===== src/include/hfp_pkg.sv =====
package hfp_pkg;
   // register addresses
   localparam logic [7:0] HFP_RX_PORT_ADDR = 8'hB4;
   localparam logic [7:0] HFP_TX_STATUS_ADDR = 8'hB6;
   localparam logic [7:0] HFP_TX_PORT_ADDR = 8'hB7;
   localparam logic [7:0] HFP_ROUTING_ADDR = 8'hB8;
   // field positions
   localparam int HFP_SRC_BIT = 7;
   localparam int HFP_SACH_BIT = 6;
   localparam int HFP_MODE_BIT = 5;
   localparam int HFP_UDR_BIT = 0;
   localparam int HFP_FULL_BIT = 1;
   localparam int HFP_EMPTY_BIT = 2;
   // reset value, count constant and fifo depth
   localparam logic [7:0] HFP_ROUTING_RST = 8'h00;
   localparam logic [4:0] HFP_COUNT_ONE = 5'h01;
   localparam int HFP_FIFO_DEPTH = 16;

   // receive byte with its message markers
   typedef struct packed {
      logic opening;
      logic closing;
      logic valid_last;
      logic [7:0] data;
   } hfp_rx_word_t;

   // host port access
   typedef struct packed {
      logic rd;
      logic wr;
      logic [7:0] addr;
      logic [7:0] wdata;
   } hfp_host_req_t;

   // routing decode result
   typedef struct packed {
      logic use_sa;
      logic [4:0] sa_mask;
      logic single_ch;
      logic [4:0] ch_num;
      logic multi_ch;
   } hfp_route_t;
endpackage


===== src/rtl/hfp_fifo.sv =====
`timescale 1ns/1ps
module hfp_fifo #(
   parameter int WIDTH = 8,
   parameter int DEPTH = 16
) (
   // clock and reset
   input wire logic clk,
   input wire logic rst,
   // fill side
   input wire logic in_valid,
   output logic in_ready,
   input wire logic [WIDTH-1:0] in_data,
   // drain side
   output logic out_valid,
   input wire logic out_ready,
   output logic [WIDTH-1:0] out_data,
   // status
   output logic full,
   output logic empty
);
   localparam int AW = $clog2(DEPTH);
   logic [WIDTH-1:0] mem_q [DEPTH];
   logic [AW-1:0] wp_q, rp_q;
   logic [AW:0] cnt_q;
   wire push = in_valid && in_ready;
   wire pop = out_valid && out_ready;
   assign full = (cnt_q == (AW+1)'(DEPTH));
   assign empty = (cnt_q == '0);
   assign in_ready = !full;
   assign out_valid = !empty;
   assign out_data = mem_q[rp_q];

   always_ff @(posedge clk) begin
      if (push) begin
         mem_q[wp_q] <= in_data;
      end
   end

   always_ff @(posedge clk or posedge rst) begin
      if (rst) begin
         wp_q <= '0;
         rp_q <= '0;
         cnt_q <= '0;
      end else begin
         if (push) begin
            wp_q <= (wp_q == AW'(DEPTH-1)) ? '0 : wp_q + 1'b1;
         end
         if (pop) begin
            rp_q <= (rp_q == AW'(DEPTH-1)) ? '0 : rp_q + 1'b1;
         end
         cnt_q <= cnt_q + (AW+1)'(push) - (AW+1)'(pop);
      end
   end
endmodule


===== src/rtl/hfp_ports.sv =====
`timescale 1ns/1ps
module hfp_ports
   import hfp_pkg::*;
#(
   parameter int DEPTH = HFP_FIFO_DEPTH
) (
   // clock and reset
   input wire logic clk,
   input wire logic rst,
   // host parallel port
   input wire hfp_host_req_t host_req,
   output logic [7:0] host_rdata,
   // receive packet engine side
   input wire logic rx_in_valid,
   output logic rx_in_ready,
   input wire hfp_rx_word_t rx_in_word,
   // transmit packet engine side
   output logic tx_out_valid,
   input wire logic tx_out_ready,
   output logic [7:0] tx_out_data,
   input wire logic tx_in_packet,
   output logic tx_abort,
   // e1 timeslot framing
   input wire logic [4:0] rx_ts_num,
   input wire logic rx_ts_is_sa,
   input wire logic [4:0] rx_sa_from_ctrl_two,
   input wire logic [31:0] rx_channel_block_mask,
   output logic rx_take_bits,
   output logic [4:0] rx_sa_enable,
   // receive status
   output logic rx_fifo_empty_flag,
   output logic opening_byte_flag,
   output logic closing_byte_flag,
   output logic valid_message_last_byte_flag
);
   logic [7:0] rx_packet_routing_control_q;
   logic tx_fifo_underrun_flag_q;
   logic tx_abort_q;
   logic [7:0] host_rdata_q;
   logic tx_fifo_empty_flag, tx_fifo_full_flag;
   logic rx_valid;
   hfp_rx_word_t rx_head;
   hfp_route_t route;

   wire rd_rx_port = host_req.rd && (host_req.addr == HFP_RX_PORT_ADDR);
   wire rd_tx_status = host_req.rd && (host_req.addr == HFP_TX_STATUS_ADDR);
   wire wr_tx_port = host_req.wr && (host_req.addr == HFP_TX_PORT_ADDR);
   wire wr_routing = host_req.wr && (host_req.addr == HFP_ROUTING_ADDR);
   wire rd_routing = host_req.rd && (host_req.addr == HFP_ROUTING_ADDR);

   hfp_fifo #(.WIDTH(11), .DEPTH(DEPTH)) u_rx_fifo (
      .clk(clk),
      .rst(rst),
      .in_valid(rx_in_valid),
      .in_ready(rx_in_ready),
      .in_data(rx_in_word),
      .out_valid(rx_valid),
      .out_ready(rd_rx_port),
      .out_data(rx_head),
      .full(),
      .empty(rx_fifo_empty_flag)
   );

   hfp_fifo #(.WIDTH(8), .DEPTH(DEPTH)) u_tx_fifo (
      .clk(clk),
      .rst(rst),
      .in_valid(wr_tx_port),
      .in_ready(),
      .in_data(host_req.wdata),
      .out_valid(tx_out_valid),
      .out_ready(tx_out_ready),
      .out_data(tx_out_data),
      .full(tx_fifo_full_flag),
      .empty(tx_fifo_empty_flag)
   );

   // live head-of-fifo markers, gated by data present
   assign opening_byte_flag = rx_valid && rx_head.opening;
   assign closing_byte_flag = rx_valid && rx_head.closing;
   assign valid_message_last_byte_flag = rx_valid && rx_head.valid_last;

   // routing decode
   function automatic hfp_route_t decode_route(input logic [7:0] c);
      hfp_route_t r;
      r = '0;
      if (!c[HFP_SRC_BIT]) begin
         r.use_sa = 1'b1;
      end else if (!c[HFP_SACH_BIT]) begin
         r.use_sa = 1'b1;
         r.sa_mask = c[4:0];
      end else if (!c[HFP_MODE_BIT]) begin
         r.single_ch = 1'b1;
         r.ch_num = c[4:0];
      end else begin
         r.multi_ch = 1'b1;
      end
      return r;
   endfunction

   assign route = decode_route(rx_packet_routing_control_q);
   // source 0 takes sa set from control two, source 1 takes routing sa bits when bit 6 is clear, else zero
   assign rx_sa_enable = !rx_packet_routing_control_q[HFP_SRC_BIT]
      ? rx_sa_from_ctrl_two : route.sa_mask;
   wire single_hit = route.single_ch && (rx_ts_num == route.ch_num);
   wire multi_hit = route.multi_ch && rx_channel_block_mask[rx_ts_num];
   assign rx_take_bits = route.use_sa ? rx_ts_is_sa : (single_hit || multi_hit);

   // underrun: fifo dry while a packet is being sent
   wire underrun_ev = tx_in_packet && tx_fifo_empty_flag && tx_out_ready;
   assign tx_abort = tx_abort_q;

   // register read mux, unassigned status bits read as zero
   wire [7:0] tx_status = {5'h00, tx_fifo_empty_flag, tx_fifo_full_flag,
      tx_fifo_underrun_flag_q};
   wire [7:0] rd_mux = rd_rx_port ? rx_head.data :
      rd_tx_status ? tx_status :
      rd_routing ? rx_packet_routing_control_q : 8'h00;
   assign host_rdata = host_rdata_q;

   always_ff @(posedge clk or posedge rst) begin
      if (rst) begin
         rx_packet_routing_control_q <= HFP_ROUTING_RST;
         tx_fifo_underrun_flag_q <= 1'b0;
         tx_abort_q <= 1'b0;
         host_rdata_q <= 8'h00;
      end else begin
         if (wr_routing) begin
            rx_packet_routing_control_q <= host_req.wdata;
         end
         // set wins over read clear
         if (underrun_ev) begin
            tx_fifo_underrun_flag_q <= 1'b1;
         end else if (rd_tx_status) begin
            tx_fifo_underrun_flag_q <= 1'b0;
         end
         tx_abort_q <= underrun_ev;
         if (host_req.rd) begin
            host_rdata_q <= rd_mux;
         end
      end
   end

   udr_set_a: assert property (@(posedge clk) disable iff (rst)
      underrun_ev |=> tx_fifo_underrun_flag_q && tx_abort)
      else $error("underrun did not latch or abort");
   udr_hold_a: assert property (@(posedge clk) disable iff (rst)
      tx_fifo_underrun_flag_q && !rd_tx_status |=> tx_fifo_underrun_flag_q)
      else $error("underrun flag dropped without read");
   udr_clear_a: assert property (@(posedge clk) disable iff (rst)
      rd_tx_status && !underrun_ev |=> !tx_fifo_underrun_flag_q)
      else $error("underrun flag not cleared by read");
   tx_empty_a: assert property (@(posedge clk) disable iff (rst)
      wr_tx_port && !tx_out_ready |=> !tx_fifo_empty_flag)
      else $error("tx empty after write");
   tx_full_a: assert property (@(posedge clk) disable iff (rst)
      tx_fifo_full_flag |-> !tx_fifo_empty_flag)
      else $error("tx full and empty together");
   rx_read_a: assert property (@(posedge clk) disable iff (rst)
      rd_rx_port |=> host_rdata == $past(rx_head.data))
      else $error("rx port data mismatch");
   rx_flags_a: assert property (@(posedge clk) disable iff (rst)
      rx_fifo_empty_flag |-> !opening_byte_flag && !closing_byte_flag
      && !valid_message_last_byte_flag)
      else $error("marker flags set on empty fifo");
   single_ch_a: assert property (@(posedge clk) disable iff (rst)
      route.single_ch && rx_ts_num != rx_packet_routing_control_q[4:0]
      |-> !rx_take_bits)
      else $error("wrong channel taken");
   status_pad_a: assert property (@(posedge clk) disable iff (rst)
      rd_tx_status |=> host_rdata[7:3] == 5'h00)
      else $error("unassigned status bits nonzero");
endmodule


===== config.mk =====
export PLATFORM = sky130hd
export DESIGN_NAME = hfp_ports
export DESIGN_NICKNAME = d
export VERILOG_FILES = /design/src/include/hfp_pkg.sv /design/src/rtl/hfp_fifo.sv /design/src/rtl/hfp_ports.sv
export SDC_FILE = /design/constraint.sdc
export NUM_CORES = 1
export LEC_CHECK = 0
export BUFFER_PORTS_ARGS = -buffer_cell sky130_fd_sc_hd__buf_2
export CAP_MARGIN = 20
export CELL_PAD_IN_SITES_DETAIL_PLACEMENT = 1
export CELL_PAD_IN_SITES_GLOBAL_PLACEMENT = 2
export CORE_AREA = 4 4 196 198
export DETAILED_ROUTE_END_ITERATION = 16
export DIE_AREA = 0 0 200 202
export PLACE_DENSITY = 0.79
export RECOVER_POWER = 50
export SYNTH_ARGS = -nofsm -noshare
export SYNTH_HDL_FRONTEND = slang
export SYNTH_SLANG_ARGS = --single-unit

===== constraint.sdc =====
create_clock -name clk -period 3.2 [get_ports clk]
set_input_delay 0.32 -clock clk [delete_from_list [all_inputs] [get_ports clk]]
set_output_delay 0.32 -clock clk [all_outputs]
set_load 0.02 [all_outputs]

Yosys cells after proc, flatten, opt, wreduce, memory -nomap -nowiden
Memory sizes are Yosys's and may differ from the RTL's.
Index checks and enable logic that the tools add are counted.

operators by class
  add/subtract/negate cells = 8
  order comparisons = 1
  reduce and logical (&&, ||, !) cells = 24
  multiplexer cells = 23
  equal/unequal tests = 11

operators with widths
  kind                 number
  $eq 8x8->1 const B   4
  $mux 8               3
  $add 4x1->4 const B  4
  $eq 4x4->1 const B   4
  $logic_and 1x1->1    16
  $mux 4               4
  $mux 12              1
  $mux 6               2
  $add 5x1->5          2
  $eq 5x5->1 const B   2
  $logic_not 5->1      2
  $mux 1               10
  $sub 5x1->5          2
  $mux 7               1
  $lt 5x6->1 const B   1
  $bmux 1 s5           1
  $eq 5x5->1           1
  $mux 5               1
  $logic_not 1->1      4
  $reduce_bool 2->1    1
  $logic_or 1x1->1     1

storage, ports and cells
  memories kept = 2
  bits in registers = 44
  RAM bits = 304

memory list
  memory           words  width  read ports  clocked after memory_dff  write ports  RTL line        source
  u_rx_fifo.mem_q  16     11     1           0                         1            hfp_fifo.sv:22  logic [WIDTH-1:0] mem_q [DEPTH];
  u_tx_fifo.mem_q  16     8      1           0                         1            hfp_fifo.sv:22

Longest topological paths before layout
Gate-level depths: netlist (run 1).

  depth after elaboration = 7
  depth in mapped cells = 14
  depth with buffers taken out = 14

By module
A second synthesis (run 1) with hierarchy kept.

unflattened totals
  cells, all modules = 862
  area, all modules = 14930.6 um^2

by module, submodules not included
  module                 instances  sequential area each (um^2)  area an instance (um^2)  cells each
  hfp_fifo at u_rx_fifo  1          5610.4                       7729.9                   411
  hfp_fifo at u_tx_fifo  1          4169.0                       5890.6                   324
  hfp_ports              1          450.4                        1310.0                   127

Worst setup path after synthesis (run 1)
OpenSTA, ideal clock, no wires.

  path kind = register to register
  from = reg u_rx_fifo.cnt_q[3]
  to = reg u_rx_fifo.cnt_q[4]
  path slack = -0.181 ns
  clock period less this slack = 3.381 ns
  path buffers = 0
  arrival = 3.256 ns
  library setup time = 0.125 ns
  stages on the path, launching flop included = 15
  data required time = 3.075 ns
  cells stage by stage = dfrtp_1 > inv_1 > ha_1 > nor4b_1 > nor4b_2 > ha_1 > inv_1 > ha_1 > inv_1 > fa_1 > inv_1 > a21oi_1 > nor2_1 > nor2_1 > xnor2_1

RTL lines
  what                    RTL line         source
  from (decl)             hfp_fifo.sv:24   logic [AW:0] cnt_q;
  from (signal assigned)  hfp_fifo.sv:51   cnt_q <= cnt_q + (AW+1)'(push) - (AW+1)'(pop);
  $logic_not 5->1         hfp_fifo.sv:28   assign empty = (cnt_q == '0);
  net rx_fifo_empty_flag  hfp_ports.sv:31  output logic rx_fifo_empty_flag,
  $logic_not 1->1         hfp_fifo.sv:30   assign out_valid = !empty;
  $logic_and 1x1->1       hfp_fifo.sv:26   wire pop = out_valid && out_ready;
  net u_rx_fifo.pop       hfp_fifo.sv:26
  $sub 5x1->5             hfp_fifo.sv:51

The timed path passes the listed nets, and every way through them passes these cells.
A chain may end at the register's enable or synchronous reset.

Worst setup path in the final report (run 1)
  from = reg u_rx_fifo.rp_q[1]
  to = out valid_message_last_byte_flag

on the way
  word-level cells in the longest chain between the ends = 2

ends and longest elaborated chain
  what                    RTL line         source
  from (decl)             hfp_fifo.sv:23   logic [AW-1:0] wp_q, rp_q;
  from (signal assigned)  hfp_fifo.sv:49   rp_q <= (rp_q == AW'(DEPTH-1)) ? '0 : rp_q + 1'b1;
  $mem_v2 16x11           n/a
  $logic_and 1x1->1       hfp_ports.sv:80  assign valid_message_last_byte_flag = rx_valid && rx_head.valid_last;
  to (decl)               hfp_ports.sv:34  output logic valid_message_last_byte_flag

No other way between the ends.

==> impl_metrics.toml, run 1 <==
[logic_synthesis]
synth_fp_nets = 867
synth-adder-area-share = 0.0217
netlist_area_um2 = 14500
synth_flop_cell = "edfxtp_1"
yosys_register_bits = 348
post_synth.cell_area_avg_um2 = 19.0
yosys.cell_types.count = 52
synth_edf_count = 304
yosys_warnings = 0
synthTopCellsByArea = "edfxtp_1, mux4_2, dfrtp_1"
async_reset_ff_frac = 0.126
synth-simple-area-share = 0.0441
synth.area.mux_share = 0.166
synth_top_family_by_area = "multiplexers"
syn-instance-count = 766
synth_compound_area_frac = 0.0284
synth_top_area_cell = "edfxtp_1"
yosys.area.top_type_share = 0.629
synth_xor_area_frac = 0.0103
ys_seq_area_frac = 0.705

[critical_path]
r2r-start = "u_tx_fifo.cnt_q[3]$_DFF_PP0_"
cp-start-kind = "flop"
cp_max_fo = 16
critPathKind = "reg -> out"
cp.required_ns = 2.88
crit_path_start = "u_rx_fifo.rp_q[1]$_DFFE_PP0P_"
critical_path_arrival_ns = 2.62
setup.worst_path.end_class = "primary output"

[clock_network]
clk_pin_slew_ns = 0.06
clock_latency_ns = 0.53
post_cts_resized = 0
cts_tree = "yes"
cts_buffers = 37
cts_num_sinks = 348
cts_root_buf = "clkbuf_16"
cts_htree_levels = 2
cts_buffer_depth = 3

[die]
die_area_um2 = 40400
core_area_um2 = 36500
io_pins = 106
fp.dieW_um = 200
die_y_um = 202
initial_core_util = 0.398
placementRows = 70

[global_route]
grt_start_max_net_pins = 45
grt_pass1_vias = 8210
grt.overflow.total = 0
antenna_found_initial = 1
gr-usage-all-layers = 0.170
grt_pass1_wl_um = 51500

[placed_design]
place_hpwl_um = 22400
gp_congestion = 0.730
numPortBuffers = 105

[sta]
setup-tns-final_ns = 0
fmax_ghz = 0.340
min_period_ns = 2.94
finalSetupViolations = 0
slew_headroom = 0.439
rsz0062_at_grt = "false"
finalClockSkew_ns = 0.0180
slew_viol_final = 0
hold_viol_final = 0
fin_crit_sh = 0.919
hold_ws_ns = 0.207
tightestPinTransition_ns = 0.841

[power]
pwr-share-clk = 0.348
comb_power_share = 0.198
power_density_nw_per_um2 = 721
p_sw_mw = 3.23
power_leakage_nw = 5.85
p_int_mw = 9.01
finalPower_mw = 12.2
seqPwrFrac = 0.455
switching_share = 0.264
vdd.ir_drop.worst_mv = 0.502

[layout]
drive_above_1_share = 0.291
layout.nets = 1018
syn_to_final_growth_pct = 17.0

[hold_path]
min_from = "tx_out_ready"
hold_class = "in -> reg"

[route]
dr_total_vias = 7671
vias_per_cell = 5.43
drt-total-wl_um = 34400
wl_per_cell_um = 24.3
antenna_left = 0
first_pass_iters = 4
drc = 0
drt_iter0_drc = 474

[job]
cap_violations = 0

[outcome]
outcome = "finished clean"
## layout make-up
type                    count  area, µm²
clock buffers              54       1030
fillers                  3434      19500
inverters                  41        154
clock inverters            12        166
well taps                 468        586
diodes                      1       2.50
multi-input cells         341       3960
flip-flops and latches    348      10200
repair buffers            148        853
## worst paths after layout
| path | endpoint | slack (ns) | cells after the start |
|---|---|---|---|
| max | valid_message_last_byte_flag | 0.26 | 5 |
| max in group asynchronous | u_tx_fifo.rp_q[0]$_DFFE_PP0P_ | 2.28 | 4 |
| max reg2reg | u_tx_fifo.cnt_q[4]$_DFF_PP0_ | 0.42 | 13 |
| min | tx_abort$_DFF_PP0_ | 0.21 | 2 |
| min in group asynchronous | rx_packet_routing_control_q[1]$_DFFE_PP0P_ | 0.35 | 3 |
| min reg2reg | tx_fifo_underrun_flag_q$_DFFE_PP0P_ | 0.52 | 2 |
## cell usage after synthesis (all sizes together) (3+ instances only)
library cell	count
edfxtp	304
mux4	91
dfrtp	44
inv	41
nand2	23
ha	22
nor2	21
o21ai	20
buf	18
clkbuf	18
mux2i	18
a21oi	14
mux2	13
xnor2	13
nor3	10
and2	9
nor2b	9
o221ai	9
nand3	8
nand2b	7
nand3b	7
nand4	5
xor2	4
a211oi	3
a21o	3
a22oi	3
a31oi	3
nor4b	3
o22ai	3
## sequential cells by signal, summed over array words and instances (netlist names)
signal	cells
tx_fifo_underrun_flag_q	1
u_rx_fifo.wp_q	4
u_rx_fifo.cnt_q	5
u_rx_fifo.mem_q	176
u_tx_fifo.mem_q	128
u_tx_fifo.wp_q	4
tx_abort	1
u_rx_fifo.rp_q	4
u_tx_fifo.cnt_q	5
u_tx_fifo.rp_q	4
host_rdata	8
rx_packet_routing_control_q	8
## power groups by stage
| stage | sequential [mW] | clock (mW) | combinational [mW] |
|---|---|---|---|
| 6_report | 5.57 | 4.25 | 2.42 |
| 3_3_place_gp | 5.64 | 0 | 2.42 |
| 3_5_place_dp | 5.66 | 0 | 2.47 |
| 5_1_grt | 5.61 | 4.58 | 2.65 |
| 2_1_floorplan | 5.48 | 0 | 1.83 |
| 4_1_cts | 5.57 | 4.36 | 2.48 |
## metal layers
layer,vias up,track usage,share of wire
met1,4064,0.221,0.41
met3,51,0.0317,0.043
met4,2,0.0466,0.022
li1,3375,-,-
met5,-,0,0.00038
met2,179,0.294,0.53
## worst max-delay path: stages, from the launching register on
cell and delay [ns]:
dfrtp_1 0.79, nand2_1 0.31, o221ai_1 0.31, o22ai_1 0.14, a211oi_1 0.32, buf_2 0.23
## repair_timing
action / in CTS / in global routing
endpoints found under the hold margin: 0 / 8
buffers inserted: 0 / 0
hold buffers: 0 / 1
## cell families after synthesis
| family | Yosys count |
|---|---|
| AOI/OAI and AO/OA | 64 |
| xor gates and xnor gates | 17 |
| adders and majority gates | 24 |
| buffers and inverters | 77 |
| DFF | 348 |
| muxes | 122 |
| and+or+nand+nor | 114 |
## cell usage in the layout, fill, tap and decap left out, types with 14 or more instances in the layout
| master | netlist | layout |
|---|---|---|
| a21oi_1 | 14 | 14 |
| buf_2 | 9 | 80 |
| buf_4 | 3 | 38 |
| clkbuf_1 | 17 | 41 |
| clkbuf_16 | 0 | 39 |
| dfrtp_1 | 44 | 42 |
| edfxtp_1 | 304 | 304 |
| ha_1 | 22 | 22 |
| inv_1 | 41 | 41 |
| mux2i_1 | 18 | 18 |
| mux4_2 | 81 | 81 |
| nand2_1 | 23 | 23 |
| nor2_1 | 21 | 21 |
| o21ai_0 | 17 | 17 |
## stage by stage
stage               area (µm²)  utilization  instances  worst slack (ns)
detailed placement       15800        0.432       1344             0.422
floorplan                14500            -        766             0.335
finish                   17000        0.465       1413             0.259
global route             17000        0.465       1412            0.0648
CTS                      17000        0.465       1410             0.174
global placement         15800        0.432       1344             0.457
(Power assumes the default switching activity.)
==> run 2, diff against run 1 <==
--- a/config.mk
+++ b/config.mk
@@ -9,11 +9,12 @@
 export CAP_MARGIN = 20
 export CELL_PAD_IN_SITES_DETAIL_PLACEMENT = 1
 export CELL_PAD_IN_SITES_GLOBAL_PLACEMENT = 2
-export CORE_AREA = 4 4 196 198
+export CORE_AREA = 4 4 199 201
 export DETAILED_ROUTE_END_ITERATION = 16
-export DIE_AREA = 0 0 200 202
-export PLACE_DENSITY = 0.79
+export DIE_AREA = 0 0 203 205
+export PLACE_DENSITY = 0.8
 export RECOVER_POWER = 50
 export SYNTH_ARGS = -nofsm -noshare
 export SYNTH_HDL_FRONTEND = slang
+export SYNTH_HIERARCHICAL = 1
 export SYNTH_SLANG_ARGS = --single-unit
==> impl_metrics.toml, run 2 <==
[layout]
reg.largest.list = "u_rx_fifo/mem_q: 176 flops, u_tx_fifo/mem_q: 128 flops"
layout.nets = 1079
fillers = 3661
regMostFlops = "u_rx_fifo/mem_q"
insertedDiodeCount = 0
final_common_cell = "edfxtp_1"
largest_register_ffs = 176
syn_to_final_growth_pct = 14.3
drive_above_1_share = 0.257
layout.cells.most_common_list = "edfxtp_1, buf_2, mux2_2"

[global_route]
grt.overflow.total = 0
grt_pass1_vias = 8671
grt_pass1_wl_um = 54300
antenna_found_initial = 0
gr-usage-all-layers = 0.172
grt_start_max_net_pins = 54

[outcome]
outcome = "finished clean"

[critical_path]
r2r_end = "u_tx_fifo/cnt_q[4]$_DFF_PP0_"
critPathSlowestCell = "dfrtp_1"
setup.worst_path.end_class = "primary output"
cpPeakStageDelay_ns = 0.73
critPathKind = "reg -> out"
cp_num_cells = 6
cp.required_ns = 2.88
crit_buf_inv = 2
reg2reg_depth = 12
critical_path_arrival_ns = 2.68
path_cells = "buf_4, mux4_2, nor2_1, o22ai_1, and2_1, buf_2"
r2r-start = "u_tx_fifo/cnt_q[3]$_DFF_PP0_"
cp_top_family = "flip-flops"
cp_max_fo = 16
cp-start-kind = "flop"
regToRegSetupSlack_ns = 0.34

[sta]
fmax_ghz = 0.333
fin_crit_sh = 0.939
setup-tns-final_ns = 0
finalClockSkew_ns = 0.0144
slew_headroom = 0.331
slew_viol_final = 0
hold_viol_final = 0
rsz0062_at_grt = "false"
tightestPinTransition_ns = 1.00
finalSetupViolations = 0
min_period_ns = 3.00
hold_ws_ns = 0.0885

[clock_network]
cts_tree = "yes"
cts_buffers = 38
clock_latency_ns = 0.54
cts_htree_levels = 2
post_cts_buffers = 0
cts_buffer_depth = 3
cts_num_sinks = 348
clk_pin_slew_ns = 0.06
cts_root_buf = "clkbuf_16"

[die]
placementRows = 71
io_pins = 106
fp.dieW_um = 203
core_area_um2 = 37600
initial_core_util = 0.397
die_y_um = 205
die_area_um2 = 41600

[hold_path]
hold_depth = 3
min_from = "rx_in_valid"
whs_endpoint = "u_rx_fifo/wp_q[2]$_DFFE_PP0P_"
hold_class = "in -> reg"

[route]
drt-total-wl_um = 35800
antenna_left = 0
drc = 0
first_pass_iters = 5
dr_total_vias = 8115
vias_per_cell = 5.35
drt_iter0_drc = 511
wl_per_cell_um = 23.6

[placed_design]
gp_congestion = 0.780
place_hpwl_um = 24400
numPortBuffers = 105

[logic_synthesis]
syn-instance-count = 861
yosys_warnings = 6
synth_fp_nets = 962
post_synth.cell_area_avg_um2 = 17.3
netlist_area_um2 = 14900

[job]
cap_violations = 0

[power]
switching_share = 0.286
comb_power_share = 0.213
seqPwrFrac = 0.462
p_int_mw = 8.72
pwr-share-clk = 0.326
power_density_nw_per_um2 = 716
power_leakage_nw = 5.91
vdd.ir_drop.worst_mv = 0.484
p_sw_mw = 3.49
run 2: power by group through the flow:
stage                     Sequential [mW]  Clock [mW]  Combinational [mW]
after floorplan                      5.53           0                1.99
after global placement               5.69           0                2.55
after detailed placement             5.73           0                2.63
after CTS                            5.64        4.09                2.64
after global routing                 5.68        4.30                2.81
final                                5.64        3.98                2.60
run 2: worst max-delay path by stage:
stage / start / endpoint / slack, ns
finish: u_rx_fifo/rp_q[1]$_DFFE_PP0P_ / closing_byte_flag / 0.20
global route: u_rx_fifo/rp_q[0]$_DFFE_PP0P_ / opening_byte_flag / 0.006
CTS: u_tx_fifo/rp_q[2]$_DFFE_PP0P_ / tx_out_data[3] / 0.1
detailed placement: host_req[14] / u_tx_fifo/cnt_q[4]$_DFF_PP0_ / 0.30
global placement: host_req[14] / u_tx_fifo/cnt_q[4]$_DFF_PP0_ / 0.33
floorplan: u_rx_fifo/cnt_q[2]$_DFF_PP0_ / u_rx_fifo/mem_q[3][0]$_DFFE_PP_ / 0.37
run 2: area by class of cell:
type / instances / area [µm²] / share of cell area
well taps: 511 / 639 / 0.0375
multi-input cells: 428 / 4240 / 0.248
repair buffers: 133 / 709 / 0.0416
clock buffers: 49 / 992 / 0.0582
inverters: 29 / 109 / 0.00638
clock inverters: 18 / 133 / 0.00778
flip-flops and latches: 348 / 10200 / 0.600
run 2: stage by stage:
| step | util | power, mW | cell area (µm²) | setup slack (ns) | std cells |
|---|---|---|---|---|---|
| CTS | 0.455 | 12.4 | 17100 | 0.0989 | 1516 |
| global route | 0.454 | 12.8 | 17100 | 0.00587 | 1516 |
| floorplan | - | 7.52 | 14900 | 0.375 | 861 |
| finish | 0.454 | 12.2 | 17100 | 0.196 | 1516 |
| detailed placement | 0.425 | 8.36 | 16000 | 0.302 | 1448 |
| global placement | 0.425 | 8.24 | 16000 | 0.331 | 1448 |
run 2: worst register-to-register path, cell delays in order, from the launching register on:
cell and delay, ns:
dfrtp_1 0.39, inv_1 0.09, ha_1 0.17, or4b_1 0.60, nand2_8 0.15, inv_1 0.05, ha_1 0.26, inv_1 0.04
ha_1 0.20, fa_1 0.42, a21oi_1 0.16, o21bai_1 0.09, xnor2_1 0.13
run 2: per-layer routing:
| layer | vias up | global-route usage | part of all wire |
|---|---|---|---|
| li1 | 3655 | - | - |
| met1 | 4239 | 0.218 | 0.41 |
| met2 | 176 | 0.304 | 0.52 |
| met3 | 45 | 0.0337 | 0.048 |
| met4 | 0 | 0.0458 | 0.020 |
| met5 | - | 0 | 0 |
run 2: what timing repair did:
action | CTS | global route
hold buffers | 1 | 0
gates resized for setup | 0 | 1
hold endpoints to repair | 44 | 0
endpoints found under the setup margin | 0 | 1
==> run 3, diff against run 2 <==
--- a/config.mk
+++ b/config.mk
@@ -9,9 +9,9 @@
 export CAP_MARGIN = 20
 export CELL_PAD_IN_SITES_DETAIL_PLACEMENT = 1
 export CELL_PAD_IN_SITES_GLOBAL_PLACEMENT = 2
-export CORE_AREA = 4 4 199 201
+export CORE_AREA = 4 4 209 191
 export DETAILED_ROUTE_END_ITERATION = 16
-export DIE_AREA = 0 0 203 205
+export DIE_AREA = 0 0 213 195
 export PLACE_DENSITY = 0.8
 export RECOVER_POWER = 50
 export SYNTH_ARGS = -nofsm -noshare
==> impl_metrics.toml, run 3 (synthesis results as in run 2) <==
[layout]
regMostFlops = "u_rx_fifo/mem_q"
layout.cells.most_common_list = "edfxtp_1, buf_2, mux2_2"
final_cell_area_um2 = 17100
reg.largest.list = "u_rx_fifo/mem_q: 176 flops, u_tx_fifo/mem_q: 128 flops"
final_common_cell = "edfxtp_1"
stdcell_count = 1502
largest_register_ffs = 176
layout.nets = 1085
syn_to_final_growth_pct = 14.6
drive_above_1_share = 0.258
post-route-util = 0.452

[power]
finalPower_mw = 12.3
power_density_nw_per_um2 = 717
vdd.ir_drop.worst_mv = 0.482
power_leakage_nw = 5.96

[clock_network]
post_cts_buffers = 0
cts_root_buf = "clkbuf_16"
cts_buffer_depth = 3
cts_tree = "yes"
cts_num_sinks = 348
cts_hold_buf = 1
clock_latency_ns = 0.53
post_cts_resized = 0
cts_htree_levels = 2
cts_buffers = 37
clk_pin_slew_ns = 0.06

[sta]
setup-tns-final_ns = 0
rsz0062_at_grt = "false"
fmax_ghz = 0.338
hold_ws_ns = 0.0948
hold_viol_final = 0
setup_slack_ns = 0.242
tightestPinTransition_ns = 0.961
finalSetupViolations = 0
slew_viol_final = 0
finalClockSkew_ns = 0.0233
min_period_ns = 2.96
slew_headroom = 0.360
fin_crit_sh = 0.924

[placed_design]
pre_cts_ws_ns = 0.202
place_hpwl_um = 23600
numPortBuffers = 105
placedCellCount = 1434
place_area_um2 = 16000
gp_congestion = 0.779

[global_route]
grt_start_max_net_pins = 34
gr-usage-all-layers = 0.170
grt_pass1_vias = 8686
grt_pass1_wl_um = 53800
grt.overflow.total = 0
antenna_found_initial = 1

[route]
drt_iter0_drc = 543
drc = 0
dr_total_vias = 8245
wl_per_cell_um = 23.5
drt-total-wl_um = 35300
antenna_left = 0
first_pass_iters = 5
vias_per_cell = 5.49

[die]
placementRows = 68
initial_core_util = 0.394
io_pins = 106
die_area_um2 = 41500
fp.dieW_um = 213
core_area_um2 = 37900
die_y_um = 195

[critical_path]
cp_max_fo = 13
cp-start-kind = "flop"
cp.required_ns = 2.88
critical_path_arrival_ns = 2.64
critPathKind = "reg -> out"
setup.worst_path.end_class = "primary output"

[job]
cap_violations = 0

[outcome]
outcome = "finished clean"

[hold_path]
hold_class = "in -> reg"
-- run 3: changes by cell type in the layout (fill, tap and decap cells not counted), sizes merged --
cell      before  now
clkinv        13   10
clkbuf        80   86
inv           29   30
clkinvlp       4    0
diode          0    1
buf          101  107
-- run 3: final timing paths --
check,startpoint,endpoint,slack [ns],cells past startpoint
worst max-delay path,u_rx_fifo/rp_q[0]$_DFFE_PP0P_,opening_byte_flag,0.24,6
worst min-delay path,rx_in_valid,u_rx_fifo/wp_q[2]$_DFFE_PP0P_,0.09,3
max in group asynchronous,rst,rx_packet_routing_control_q[5]$_DFFE_PP0P_,2.16,3
worst min register to register,u_rx_fifo/cnt_q[0]$_DFF_PP0_,u_rx_fifo/cnt_q[0]$_DFF_PP0_,0.53,1
worst max register to register,u_tx_fifo/cnt_q[3]$_DFF_PP0_,u_tx_fifo/cnt_q[4]$_DFF_PP0_,0.33,12
min in group asynchronous,rst,u_rx_fifo/rp_q[1]$_DFFE_PP0P_,0.49,3
-- run 3: critical path, stage by stage, from the launching register on --
cell     delay (ns)
dfrtp_4        0.58
buf_4          0.25
mux4_2         0.53
nor2_1         0.27
o22ai_1        0.15
and2_1         0.16
buf_2          0.15
-- run 3: where the power goes --
group	switching [mW]	total (mW)	internal, mW
clock	1.70	4.01	2.31
combinational	1.40	2.57	1.17
sequential	0.367	5.68	5.31
-- run 3: cell type report --
type / instances / area (µm²)
fill: 3669 / 20800
sequential: 348 / 10200
multi-input combinational: 428 / 4240
clock buffer: 54 / 1020
timing repair buffer: 140 / 783
tap: 490 / 613
inverter: 29 / 109
clock inverter: 12 / 108
antenna: 1 / 2.50
-- run 3: metal layers --
layer / GRT usage / up-vias / part of all wire
li1: - / 3661 / -
met1: 0.247 / 4308 / 0.45
met2: 0.267 / 235 / 0.48
met3: 0.0341 / 41 / 0.057
met4: 0.0382 / 0 / 0.017
met5: 0 / - / 0
